## src/rtl/cp_xfer_pkg.sv

```systemverilog
// Shared constants and carriers for the coprocessor register transfer unit
package cp_xfer_pkg;

  // Instruction field positions
  localparam int COND_HI   = 31;
  localparam int COND_LO   = 28;
  localparam int CLASS_HI  = 27;
  localparam int CLASS_LO  = 24;
  localparam int RSV_LO    = 25;
  localparam int OPC_HI    = 23;
  localparam int OPC_LO    = 21;
  localparam int DIR_BIT   = 20;
  localparam int REG1_HI   = 19;
  localparam int REG1_LO   = 16;
  localparam int RD_HI     = 15;
  localparam int RD_LO     = 12;
  localparam int CPNUM_HI  = 11;
  localparam int CPNUM_LO  = 8;
  localparam int SEC_HI    = 7;
  localparam int SEC_LO    = 5;
  localparam int REG2_HI   = 3;
  localparam int REG2_LO   = 0;

  // Class patterns: register transfer bits 27:24 = 1110 with bit 4 = 1
  localparam logic [3:0] XFER_CLASS  = 4'hE;
  localparam int         XFER_MARK   = 4;
  // Reserved encoding: bits 27:25 = 011 with bit 4 = 1
  localparam logic [2:0] UNDEF_CLASS = 3'h3;

  localparam logic [3:0] CTRL_COPROC = 4'hF;
  localparam logic [3:0] PC_REG      = 4'hF;
  localparam logic [31:0] PC_OFFSET  = 32'h0000000C;

  // Configuration register access time in core cycles
  localparam int CFG_ACCESS_CYCLES = 3;
  localparam logic [1:0] CFG_LAST  = 2'(CFG_ACCESS_CYCLES - 1);

  // Flag positions inside the status register and transferred word
  localparam int FLAG_HI = 31;
  localparam int FLAG_LO = 28;

  // Condition codes
  typedef enum logic [3:0] {
    C_EQ = 4'h0, C_NE = 4'h1, C_CS = 4'h2, C_CC = 4'h3,
    C_MI = 4'h4, C_PL = 4'h5, C_VS = 4'h6, C_VC = 4'h7,
    C_HI = 4'h8, C_LS = 4'h9, C_GE = 4'hA, C_LT = 4'hB,
    C_GT = 4'hC, C_LE = 4'hD, C_AL = 4'hE, C_NV = 4'hF
  } cond_e;

  // Decoded instruction carrier
  typedef struct packed {
    logic       is_xfer;
    logic       is_undef;
    logic [3:0] cond;
    logic       to_cpu;
    logic [3:0] coproc_number_field;
    logic [2:0] coproc_operation_field;
    logic [2:0] coproc_secondary_operation_field;
    logic [3:0] first_coproc_register_field;
    logic [3:0] second_coproc_register_field;
    logic [3:0] rd;
  } decoded_s;

  // Request to the internal control coprocessor
  typedef struct packed {
    logic       write;
    logic [2:0] opc;
    logic [2:0] sec;
    logic [3:0] reg1;
    logic [3:0] reg2;
  } ctrl_req_s;

endpackage : cp_xfer_pkg

```

## src/rtl/cp_cycle_timer.sv

```systemverilog
// Cycle counter pacing internal configuration register accesses
`timescale 1ns/10ps
module cp_cycle_timer
  import cp_xfer_pkg::*;
(
  input  wire logic clock,
  input  wire logic rstn,
  input  wire logic ce,
  input  wire logic start,
  output logic      busy,
  output logic      last
);

  logic [1:0] count_q;
  logic       busy_q;

  // Runs from start until the final cycle of the access
  always_ff @(posedge clock) begin
    if (!rstn) begin
      count_q <= 2'h0;
      busy_q  <= 1'b0;
    end else if (ce) begin
      if (start && !busy_q) begin
        busy_q  <= 1'b1;
        count_q <= 2'h0;
      end else if (busy_q && count_q == CFG_LAST) begin
        busy_q  <= 1'b0;
      end else if (busy_q) begin
        count_q <= count_q + 2'h1;
      end
    end
  end

  assign busy = busy_q;
  assign last = busy_q && (count_q == CFG_LAST);

endmodule : cp_cycle_timer

```

## src/rtl/cp_decode.sv

```systemverilog
// Field decode and condition test for coprocessor transfer instructions
`timescale 1ns/10ps
module cp_decode
  import cp_xfer_pkg::*;
(
  input  wire logic [31:0]           instr,
  input  wire logic [3:0]            flags,
  output cp_xfer_pkg::decoded_s      dec,
  output logic                       cond_pass
);

  // Flag test for one condition code; N Z C V order in flags[3:0]
  function automatic logic cond_ok(input logic [3:0] c, input logic [3:0] f);
    logic n;
    logic z;
    logic cy;
    logic v;
    n  = f[3];
    z  = f[2];
    cy = f[1];
    v  = f[0];
    unique case (cond_e'(c))
      C_EQ: cond_ok = z;
      C_NE: cond_ok = !z;
      C_CS: cond_ok = cy;
      C_CC: cond_ok = !cy;
      C_MI: cond_ok = n;
      C_PL: cond_ok = !n;
      C_VS: cond_ok = v;
      C_VC: cond_ok = !v;
      C_HI: cond_ok = cy && !z;
      C_LS: cond_ok = !cy || z;
      C_GE: cond_ok = (n == v);
      C_LT: cond_ok = (n != v);
      C_GT: cond_ok = !z && (n == v);
      C_LE: cond_ok = z || (n != v);
      C_AL: cond_ok = 1'b1;
      C_NV: cond_ok = 1'b0;
    endcase
  endfunction : cond_ok

  // Class and field extraction
  always_comb begin
    dec.is_xfer  = (instr[CLASS_HI:CLASS_LO] == XFER_CLASS) && instr[XFER_MARK];
    dec.is_undef = (instr[CLASS_HI:RSV_LO] == UNDEF_CLASS) && instr[XFER_MARK];
    dec.cond     = instr[COND_HI:COND_LO];
    dec.to_cpu   = instr[DIR_BIT];
    dec.coproc_number_field              = instr[CPNUM_HI:CPNUM_LO];
    dec.coproc_operation_field           = instr[OPC_HI:OPC_LO];
    dec.coproc_secondary_operation_field = instr[SEC_HI:SEC_LO];
    dec.first_coproc_register_field      = instr[REG1_HI:REG1_LO];
    dec.second_coproc_register_field     = instr[REG2_HI:REG2_LO];
    dec.rd       = instr[RD_HI:RD_LO];
    cond_pass    = cond_ok(instr[COND_HI:COND_LO], flags);
  end

endmodule : cp_decode

```

## src/rtl/cp_xfer.sv

```systemverilog
// Processor-side coprocessor register transfer and undefined trap control
// Operation
// - Non-15 transfers raise undefined-instruction trap
// - Failed condition means no effect at all
// - Coprocessor 15 transfers go to internal unit
// - Load word bits 31..28 into NZCV
// - Other bits dropped, PC unchanged
// - PC source supplies instruction address plus 12
// - Configuration register access takes 3 cycles
// - Other transfers emulated through the trap
// - Direction bit one means coprocessor to processor
// - Coprocessor number field selects target
// - Reserved encoding with true condition traps
`timescale 1ns/10ps
module cp_xfer
  import cp_xfer_pkg::*;
(
  input  wire logic                    clock,
  input  wire logic                    rstn,
  input  wire logic                    ce,
  input  wire logic                    instr_valid,
  input  wire logic [31:0]             instr,
  input  wire logic [31:0]             instr_addr,
  input  wire logic [3:0]              flags_in,
  input  wire logic [31:0]             rd_value,
  input  wire logic [31:0]             ctrl_rdata,
  output logic                         instr_ready,
  output logic                         undef_trap,
  output cp_xfer_pkg::ctrl_req_s       ctrl_req,
  output logic                         ctrl_req_valid,
  output logic [31:0]                  ctrl_wdata,
  output logic                         reg_we,
  output logic [3:0]                   reg_addr,
  output logic [31:0]                  reg_wdata,
  output logic                         flags_we,
  output logic [3:0]                   flags_out
);

  typedef enum logic [1:0] {
    IDLE,
    ACCESS
  } state_e;

  state_e     state_q;
  decoded_s   dec;
  decoded_s   held_q;
  logic       cond_pass;
  logic       go;
  logic       is_ctrl;
  logic       tmr_last;
  logic [31:0] src_word;

  cp_decode u_decode (
    .instr     (instr),
    .flags     (flags_in),
    .dec       (dec),
    .cond_pass (cond_pass)
  );

  // Only executed instructions act; a false condition leaves no trace
  assign go      = ce && instr_valid && (state_q == IDLE) && cond_pass;
  assign is_ctrl = (dec.coproc_number_field == CTRL_COPROC);

  // PC as source reads ahead by the pipeline depth
  assign src_word = (dec.rd == PC_REG) ? instr_addr + PC_OFFSET : rd_value;

  // Accept new work only while idle; access holds the pipeline
  assign instr_ready = (state_q == IDLE);

  cp_cycle_timer u_timer (
    .clock (clock),
    .rstn  (rstn),
    .ce    (ce),
    .start (go && dec.is_xfer && is_ctrl),
    .busy  (),
    .last  (tmr_last)
  );

  // Sequencer for internal accesses
  always_ff @(posedge clock) begin
    if (!rstn) begin
      state_q <= IDLE;
    end else if (ce) begin
      unique case (state_q)
        IDLE: begin
          if (go && dec.is_xfer && is_ctrl) begin
            state_q <= ACCESS;
          end
        end
        ACCESS: begin
          if (tmr_last) begin
            state_q <= IDLE;
          end
        end
        default: state_q <= IDLE;
      endcase
    end
  end

  // Latched instruction while the internal access runs
  always_ff @(posedge clock) begin
    if (!rstn) begin
      held_q <= '0;
    end else if (go && dec.is_xfer && is_ctrl) begin
      held_q <= dec;
    end
  end

  // Trap pulse for foreign coprocessors and the reserved encoding
  always_ff @(posedge clock) begin
    if (!rstn) begin
      undef_trap <= 1'b0;
    end else if (ce) begin
      // Software emulation has no fixed timing, so only the entry is signalled
      undef_trap <= go && ((dec.is_xfer && !is_ctrl) || dec.is_undef);
    end
  end

  // Request to internal unit; field meaning is left to that unit
  always_ff @(posedge clock) begin
    if (!rstn) begin
      ctrl_req       <= '0;
      ctrl_req_valid <= 1'b0;
      ctrl_wdata     <= 32'h00000000;
    end else if (ce) begin
      if (go && dec.is_xfer && is_ctrl) begin
        ctrl_req_valid <= 1'b1;
        ctrl_req.write <= !dec.to_cpu;
        ctrl_req.opc   <= dec.coproc_operation_field;
        ctrl_req.sec   <= dec.coproc_secondary_operation_field;
        ctrl_req.reg1  <= dec.first_coproc_register_field;
        ctrl_req.reg2  <= dec.second_coproc_register_field;
        ctrl_wdata     <= dec.to_cpu ? 32'h00000000 : src_word;
      end else if (tmr_last) begin
        ctrl_req_valid <= 1'b0;
      end
    end
  end

  // Writeback at the final access cycle
  always_ff @(posedge clock) begin
    if (!rstn) begin
      reg_we    <= 1'b0;
      reg_addr  <= 4'h0;
      reg_wdata <= 32'h00000000;
      flags_we  <= 1'b0;
      flags_out <= 4'h0;
    end else if (ce) begin
      reg_we   <= 1'b0;
      flags_we <= 1'b0;
      if (tmr_last && held_q.to_cpu) begin
        if (held_q.rd == PC_REG) begin
          // Only the flags move; PC and the rest of the status word stay
          flags_we  <= 1'b1;
          flags_out <= ctrl_rdata[FLAG_HI:FLAG_LO];
        end else begin
          reg_we    <= 1'b1;
          reg_addr  <= held_q.rd;
          reg_wdata <= ctrl_rdata;
        end
      end
    end
  end

endmodule : cp_xfer

```

## config.mk

```make
export PLATFORM = sky130hd
export DESIGN_NAME = cp_xfer
export DESIGN_NICKNAME = d
export VERILOG_FILES = /design/src/rtl/cp_xfer_pkg.sv /design/src/rtl/cp_cycle_timer.sv /design/src/rtl/cp_decode.sv /design/src/rtl/cp_xfer.sv
export SDC_FILE = /design/constraint.sdc
export NUM_CORES = 1
export LEC_CHECK = 0
export BUFFER_PORTS_ARGS = -buffer_cell sky130_fd_sc_hd__buf_4
export CORE_MARGIN = 10
export CORE_UTILIZATION = 50
export CTS_CLUSTER_SIZE = 28
export DETAILED_ROUTE_END_ITERATION = 7
export PLACE_DENSITY = 0.85
export SLEW_MARGIN = 15
export SYNTH_ARGS = -nofsm -noshare
export SYNTH_HDL_FRONTEND = slang
export SYNTH_SLANG_ARGS = --single-unit
```

## constraint.sdc

```tcl
create_clock -name clock -period 5.7 [get_ports clock]
set_clock_uncertainty 0.1 [all_clocks]
set_input_delay 0.855 -clock clock [delete_from_list [all_inputs] [get_ports clock]]
set_output_delay 0.855 -clock clock [all_outputs]
set_load 0.05 [all_outputs]
```

# [Yosys cells after proc, flatten, opt, wreduce, memory -nomap -nowiden]
# Index checks and enable logic that the tools add are counted.
[totals] reg_bits=101 out_inout_bits=92 wordCells=100
[op_classes] add_sub_neg=2 n_eq_ne=27 muxes=16 n_bitwise=1 reduce_logical=36
[op_table] op="$mux 32" count=2
[op_table] op="$eq 4x4->1 const B" count=12
[op_table] op="$add 32x4->32 const B" count=1
[op_table] op="$eq 4x3->1 const B" count=4
[op_table] op="$pmux 1 s16" count=1
[op_table] op="$logic_and 1x1->1" count=14
[op_table] op="$reduce_and 3->1" count=4
[op_table] op="$mux 2" count=5
[op_table] op="$eq 4x2->1 const B" count=2
[op_table] op="$logic_not 1->1" count=7
[op_table] op="$mux 1" count=7
[op_table] op="$reduce_and 2->1" count=3
[op_table] op="$reduce_bool 2->1" count=3
[op_table] op="$eq 4x1->1 const B" count=1
[op_table] op="$logic_not 4->1" count=1
[op_table] op="$ne 2x1->1 const B" count=2
[op_table] op="$pmux 2 s2" count=1
[op_table] op="$eq 3x2->1 const B" count=1
[op_table] op="$logic_or 1x1->1" count=3
[op_table] op="$add 2x1->2 const B" count=1
[op_table] op="$eq 2x1->1 const B" count=1
[op_table] op="$eq 2x2->1 const B" count=1
[op_table] op="$logic_not 2->1" count=1
[op_table] op="$ne 2x2->1 const B" count=1
[op_table] op="3 further kinds" count=3

# [Depth between registers and ports, before layout]
[logic_depth] word_depth=9 mapped_depth=10 ltp_nobuf=8

# [By module]
# A second synthesis with hierarchy kept.
[hier_totals] hier_cells=611 hier_area_um2=4819.6
[modules_own_cells] module="cp_xfer" instances=1 cells_per_inst=539 area_per_inst_um2=4260.3 seq_area_each_um2=1941.9
[modules_own_cells] module="cp_decode" instances=1 cells_per_inst=54 area_per_inst_um2=400.4 seq_area_each_um2=0.0
[modules_own_cells] module="cp_cycle_timer" instances=1 cells_per_inst=18 area_per_inst_um2=158.9 seq_area_each_um2=60.1

# [Worst setup path before layout]
# No wires, ideal clock.
[synth_timing] path_kind="input port to flip-flop" from="in instr[28]" to="reg ctrl_wdata[9]" setup_time_ps=70 arrival_time_ps=2603 required_ps=5530 path_slack_ps=2927 stages=8 path_buffers=2 path_cell_list="buf_6 or3b_1 a311oi_1 a221o_1 o211ai_1 buf_6 or4_1 a21boi_1"
[synth_between] elab_chain_cells=6 elab_cells_between_ends=21
[synth_rtl] element="start: declaration" line_no="cp_xfer.sv:22" rtl="input wire logic [31:0] instr,"
[synth_rtl] element="$eq 4x4->1 (tied with other cells)" line_no="cp_decode.sv:22" rtl="unique case (cond_e'(c))"
[synth_rtl] element="$pmux 1 s16 *" line_no="cp_decode.sv:22"
[synth_rtl] element="$logic_and 1x1->1 *" line_no="cp_xfer.sv:61" rtl="assign go = ce && instr_valid && (state_q == IDLE) && cond_pass;"
[synth_rtl] element="$logic_and 1x1->1 * (2 in series)" line_no="cp_xfer.sv:126" rtl="if (go && dec.is_xfer && is_ctrl) begin"
[synth_rtl] element="$reduce_and 2->1 (no source line) *"
[synth_rtl] element="end signal: assignment" line_no="cp_xfer.sv:133" rtl="ctrl_wdata <= dec.to_cpu ? 32'h00000000 : src_word;"
[synth_rtl] element="end: declaration" line_no="cp_xfer.sv:31" rtl="output logic [31:0] ctrl_wdata,"
# Every way passes the cells marked *; elsewhere a longest branch is shown, timed or not.
# A chain may end at the register's enable or synchronous reset.

# [Worst setup path after layout]
[layout_timing] from="in flags_in[0]" to="reg ctrl_wdata[11]"
[layout_between] elab_chain_cells=7 elab_cells_between_ends=10
[layout_rtl] element="start: declaration" line_no="cp_xfer.sv:24" rtl="input wire logic [3:0] flags_in,"
[layout_rtl] element="$ne 1x1->1 / $eq 1x1->1 (equally long branches)"
[layout_rtl] element="$logic_or 1x1->1 / $logic_and 1x1->1 (equally long branches)" line_no="cp_decode.sv:36, cp_decode.sv:35"
[layout_rtl] element="$pmux 1 s16 *" line_no="cp_decode.sv:22"
[layout_rtl] element="$logic_and 1x1->1 *" line_no="cp_xfer.sv:61"
[layout_rtl] element="$logic_and 1x1->1 * (2 in series)" line_no="cp_xfer.sv:126"
[layout_rtl] element="$reduce_and 2->1 (no source line) *"
# Marked as above.

==> impl_table.tex <==
\begin{tabular}{lr}
\hline
Metric & Value \\
\hline
\multicolumn{2}{l}{\textbf{Run status}} \\
\quad Result of the run & finished, final reports clean \\
\multicolumn{2}{l}{\textbf{Yosys}} \\
\quad Total number of yosys warnings & 0 \\
\quad Yosys top cell area share & between 40\% and 50\% \\
\quad Post-synthesis register bit count & 100 \\
\quad Leading cell types by total area after synthesis & sky130\_fd\_sc\_hd\_\_dfxtp\_1, sky130\_fd\_sc\_hd\_\_nand2\_1, sky130\_fd\_sc\_hd\_\_mux2i\_1, sky130\_fd\_sc\_hd\_\_a21boi\_0, sky130\_fd\_sc\_hd\_\_xnor2\_1 \\
\quad Post-synth design cell area & 0.004823 mm2 \\
\quad Leading area contributor after synthesis & sky130\_fd\_sc\_hd\_\_dfxtp\_1 \\
\quad Syn nets & 719 \\
\quad Mean Syn Cell Area & between 8 and 9 um2 \\
\quad Sequential share of the synthesized area & between 40\% and 50\% \\
\quad EDFF count, synth & 0 \\
\quad Proportion of register bits with asynchronous set or reset after synthesis & 0\% \\
\quad Top FF cell, synth & sky130\_fd\_sc\_hd\_\_dfxtp\_1 \\
\quad Synth Instances & approximately 580 \\
\quad Count of distinct cell types in the synthesized netlist & 51 \\
\multicolumn{2}{l}{\textbf{Global route}} \\
\quad Peak-usage layer in the global routing report & met2 \\
\quad Total global-route track usage & about a fifth \\
\quad Initial antenna violation count & 0 \\
\quad Gr ovfl total & 0 \\
\quad Met3 demand-to-capacity share in global routing & 6.235\% \\
\quad Met1 track utilization from global routing & between 20\% and 30\% \\
\quad Via count of the first global-routing pass & slightly below 5000 \\
\quad M2 GR Usage & $\sim$34\% \\
\quad First-pass GRT wire length & between 20 and 25 mm \\
\quad Maximum number of pins on one net before global-route repair & about 110 \\
\multicolumn{2}{l}{\textbf{Floorplanning}} \\
\quad Core outline area & slightly above 0.009 mm2 \\
\quad Horizontal die dimension & about 120 um \\
\quad Number of core rows & 35 \\
\quad \# IOs & 228 \\
\quad Area of the die & roughly 0.014 mm2 \\
\quad Starting density of the core & 51.71\% \\
\quad Die Height & around 120 um \\
\multicolumn{2}{l}{\textbf{Power}} \\
\quad Internal & 1124 uW \\
\quad Combinational fraction of design power & between 10\% and 20\% \\
\quad Pwr Total & 1430 uW \\
\quad Power density relative to cell area & around 210 mW/mm2 \\
\quad Worst IR drop on VDD & approximately 150 uV \\
\quad Sequential share of power & 48.8\% \\
\quad Clock share of power & 40.4\% \\
\quad Leak pwr & between 0.002 and 0.003 uW \\
\quad Sw frac & between 20\% and 30\% \\
\quad Switch Pwr & a little over 300 uW \\
\multicolumn{2}{l}{\textbf{Detailed routing}} \\
\quad Average wire per standard cell & about 17 um \\
\quad Drt total wl & 15.34 mm \\
\quad Post-detailed-route DRC marker count & 0 \\
\quad DRC marker count from the first detailed-route iteration & around 310 \\
\quad Post-DRT Antenna Nets & 0 \\
\quad Routed vias & about 4800 \\
\quad Via-per-instance ratio & 5.218 \\
\quad Total iterations of the first detailed-routing run & 4 \\
\multicolumn{2}{l}{\textbf{Clock network}} \\
\quad Clock Sinks & 100 \\
\quad CTS Buf Count & 9 \\
\quad TritonCTS clock tree & yes \\
\quad Clk\_lat worst skew & 0.36 ns \\
\quad Setup repair bufs after CTS & 0 \\
\quad Number of buffers added to fix hold violations after cts & 0 \\
\quad CTS max path bufs & 2 \\
\quad Clock Root Buffer & sky130\_fd\_sc\_hd\_\_clkbuf\_8 \\
\quad Quantity of gates resized following cts & 0 \\
\quad Clock slew at reported path FFs & 0.09 ns \\
\quad H-Tree Depth & 3 \\
\multicolumn{2}{l}{\textbf{Min path}} \\
\quad Worst Hold Path EP & reg\_wdata[1] \\
\quad Worst min-delay path startpoint & reg\_wdata[1] \\
\quad Hold path depth & 2 \\
\quad Worst hold path type & flip-flop to flip-flop \\
\multicolumn{2}{l}{\textbf{STA}} \\
\quad Final hold viol count & 0 \\
\quad Total negative slack & 0 ns \\
\quad Number of setup violations in the final report & 0 \\
\quad Peak Freq & approximately 0.34 GHz \\
\quad Slew of the pin with the lowest slew margin & between 0.9 and 1 ns \\
\quad Max-slew violation count & 0 \\
\quad Worst max-slew margin expressed relative to the limit & roughly two fifths \\
\quad Time the worst path needs with I/O delays and setup & just under 3 ns \\
\quad Final critical-path share of the clock period & 51.19\% \\
\quad Unrepaired setup endpoints after global routing & no \\
\multicolumn{2}{l}{\textbf{Setup path}} \\
\quad Critical path data required time & between 5 and 6 ns \\
\quad Crit path max fanout & 65 \\
\quad Category of the worst setup path launch point & input port \\
\quad Worst Setup End Kind & flip-flop \\
\quad Reg2reg end & ctrl\_wdata[9] \\
\quad Depth of the worst register-to-register path & 5 \\
\quad Slack of the worst reg-to-reg path & between 3 and 4 ns \\
\quad Startpoint of the worst-slack reg-to-reg timing path & state\_q[0] \\
\quad Data arrival at the endpoint of the critical path & roughly 3.1 ns \\
\quad Crit Path Class & input port to flip-flop \\
\multicolumn{2}{l}{\textbf{Placement}} \\
\quad GP Congestion & around 0.97 \\
\quad Half-perimeter wire length of the detailed placement result & between 10 and 15 mm \\
\quad Buffers on Ports & 227 \\
\quad Post-placement cell area & around 0.0066 mm2 \\
\quad Number of placed instances with taps included & 903 \\
\multicolumn{2}{l}{\textbf{Finish}} \\
\quad Count of antenna diodes in the layout & 0 \\
\quad Cell Count, Final, Fillers Out & between 900 and 1000 \\
\quad NumNets Final & 923 \\
\quad Area used by multi-input combinational logic & around 0.0026 mm2 \\
\quad End-of-flow core utilization & between 70\% and 80\% \\
\quad Fill count & between 700 and 800 \\
\quad Fraction of final layout cells with drive strength greater than 1 & 32.53\% \\
\quad Commonest non-fill, non-tap cell in the layout & sky130\_fd\_sc\_hd\_\_buf\_4 \\
\quad Design Area, Final & between 0.006 and 0.007 mm2 \\
\quad Synth-to-layout area growth & 41.37\% \\
\quad Area occupied by registers & approximately 0.0020 mm2 \\
\quad Commonest non-fill, non-tap cells in the layout & sky130\_fd\_sc\_hd\_\_buf\_4, sky130\_fd\_sc\_hd\_\_nand2\_1, sky130\_fd\_sc\_hd\_\_dfxtp\_1 \\
\multicolumn{2}{l}{\textbf{Job}} \\
\quad Max-capacitance violation count & 0 \\
\hline
\end{tabular}
area by class of cell:
cell class,instances,share of cell area (%)
Timing Repair Buffer,232,25.54
Sequential cell,100,29.36
Clock buffer,10,1.872
Clock inverter,6,2.000
Tap cell,129,2.367
Inverter,11,0.6055
Multi-Input combinational cell,431,38.26
routing by layer:
| metal | share of wire, % | vias up |
|---|---|---|
| li1 | - | 2403 |
| met1 | 42 | 2135 |
| met2 | 47 | 227 |
| met3 | 8.7 | 30 |
| met4 | 2.8 | 0 |
| met5 | 0 | - |
worst max-delay path by stage:
| stage | startpoint | end |
|---|---|---|
| finish | flags_in[0] | ctrl_wdata[11] |
| global route | instr_addr[2] | ctrl_wdata[22] |
| CTS | flags_in[0] | ctrl_req[6] |
| detailed placement | flags_in[0] | ctrl_req[6] |
| global placement | flags_in[0] | ctrl_wdata[11] |
| floorplan | instr[28] | ctrl_wdata[9] |
synthesized netlist by cell type, types with 2 or more instances:
cell type	instances
sky130_fd_sc_hd__nand3_1	36
sky130_fd_sc_hd__o211ai_1	12
sky130_fd_sc_hd__nand2b_1	5
sky130_fd_sc_hd__a21boi_0	37
sky130_fd_sc_hd__nand2_1	106
sky130_fd_sc_hd__nor4_1	5
sky130_fd_sc_hd__and4_1	5
sky130_fd_sc_hd__nor3_1	2
sky130_fd_sc_hd__dfxtp_1	100
sky130_fd_sc_hd__a41o_1	2
sky130_fd_sc_hd__nand4_1	12
sky130_fd_sc_hd__inv_1	11
sky130_fd_sc_hd__a21oi_1	2
sky130_fd_sc_hd__o21ai_0	42
sky130_fd_sc_hd__and2_1	2
sky130_fd_sc_hd__xnor2_1	28
sky130_fd_sc_hd__buf_6	3
sky130_fd_sc_hd__and3_1	4
sky130_fd_sc_hd__xor2_1	3
sky130_fd_sc_hd__o221a_2	4
sky130_fd_sc_hd__clkbuf_1	30
sky130_fd_sc_hd__ha_1	2
sky130_fd_sc_hd__a211o_1	2
sky130_fd_sc_hd__buf_2	3
sky130_fd_sc_hd__mux2i_1	31
sky130_fd_sc_hd__buf_1	2
sky130_fd_sc_hd__nor2b_1	29
sky130_fd_sc_hd__nor2_1	38
cell families (layout without fill, tap and decap cells):
logic type / count (synthesis) / count (layout) / share of synthesized area (%)
adders and majority gates: 2 / 2 / 0.5187
AOI/OAI and AO/OA: 111 / 111 / 15.64
muxes: 32 / 32 / 6.667
xor gates and xnor gates: 31 / 31 / 5.629
buffers and inverters: 50 / 259 / 4.514
DFF: 100 / 100 / 41.50
and+or+nand+nor: 255 / 255 / 25.53
flip-flops by register name (all words and copies together) (netlist names):
| register | cells |
|---|---|
| state_q | 1 |
| u_timer.busy | 1 |
| u_timer.count_q | 2 |
| reg_addr | 4 |
| reg_wdata | 32 |
| ctrl_req_valid | 1 |
| reg_we | 1 |
| undef_trap | 1 |
| ctrl_req | 15 |
| ctrl_wdata | 32 |
| held_q | 5 |
| flags_out | 4 |
| flags_we | 1 |
power groups by stage:
| stage | Sequential (uW) | Combinational (uW) | Clock (uW) |
|---|---|---|---|
| after global routing | 698 | 167 | 620 |
| after CTS | 698 | 154 | 588 |
| after floorplan | 715 | 59.6 | 0 |
| after global placement | 715 | 150 | 0 |
| final | 698 | 154 | 577 |
| after detailed placement | 715 | 153 | 0 |
through the flow:
step | hold slack [ns] | worst slack [ns]
CTS | 0.3724 | 2.802
floorplan | 0.3860 | 2.927
detailed placement | 0.3590 | 2.420
global placement | 0.3473 | 2.489
global route | 0.3936 | 2.644
finish | 0.3694 | 2.782
critical path: stages:
cell and delay, ns:
sky130_fd_sc_hd__buf_4 0.11, sky130_fd_sc_hd__xor2_1 0.26, sky130_fd_sc_hd__mux2_2 0.37, sky130_fd_sc_hd__a221o_1 0.33, sky130_fd_sc_hd__o211ai_1 0.20, sky130_fd_sc_hd__buf_4 0.57
sky130_fd_sc_hd__a2111oi_0 0.14, sky130_fd_sc_hd__o21a_1 0.20
(Power assumes the default switching activity.)
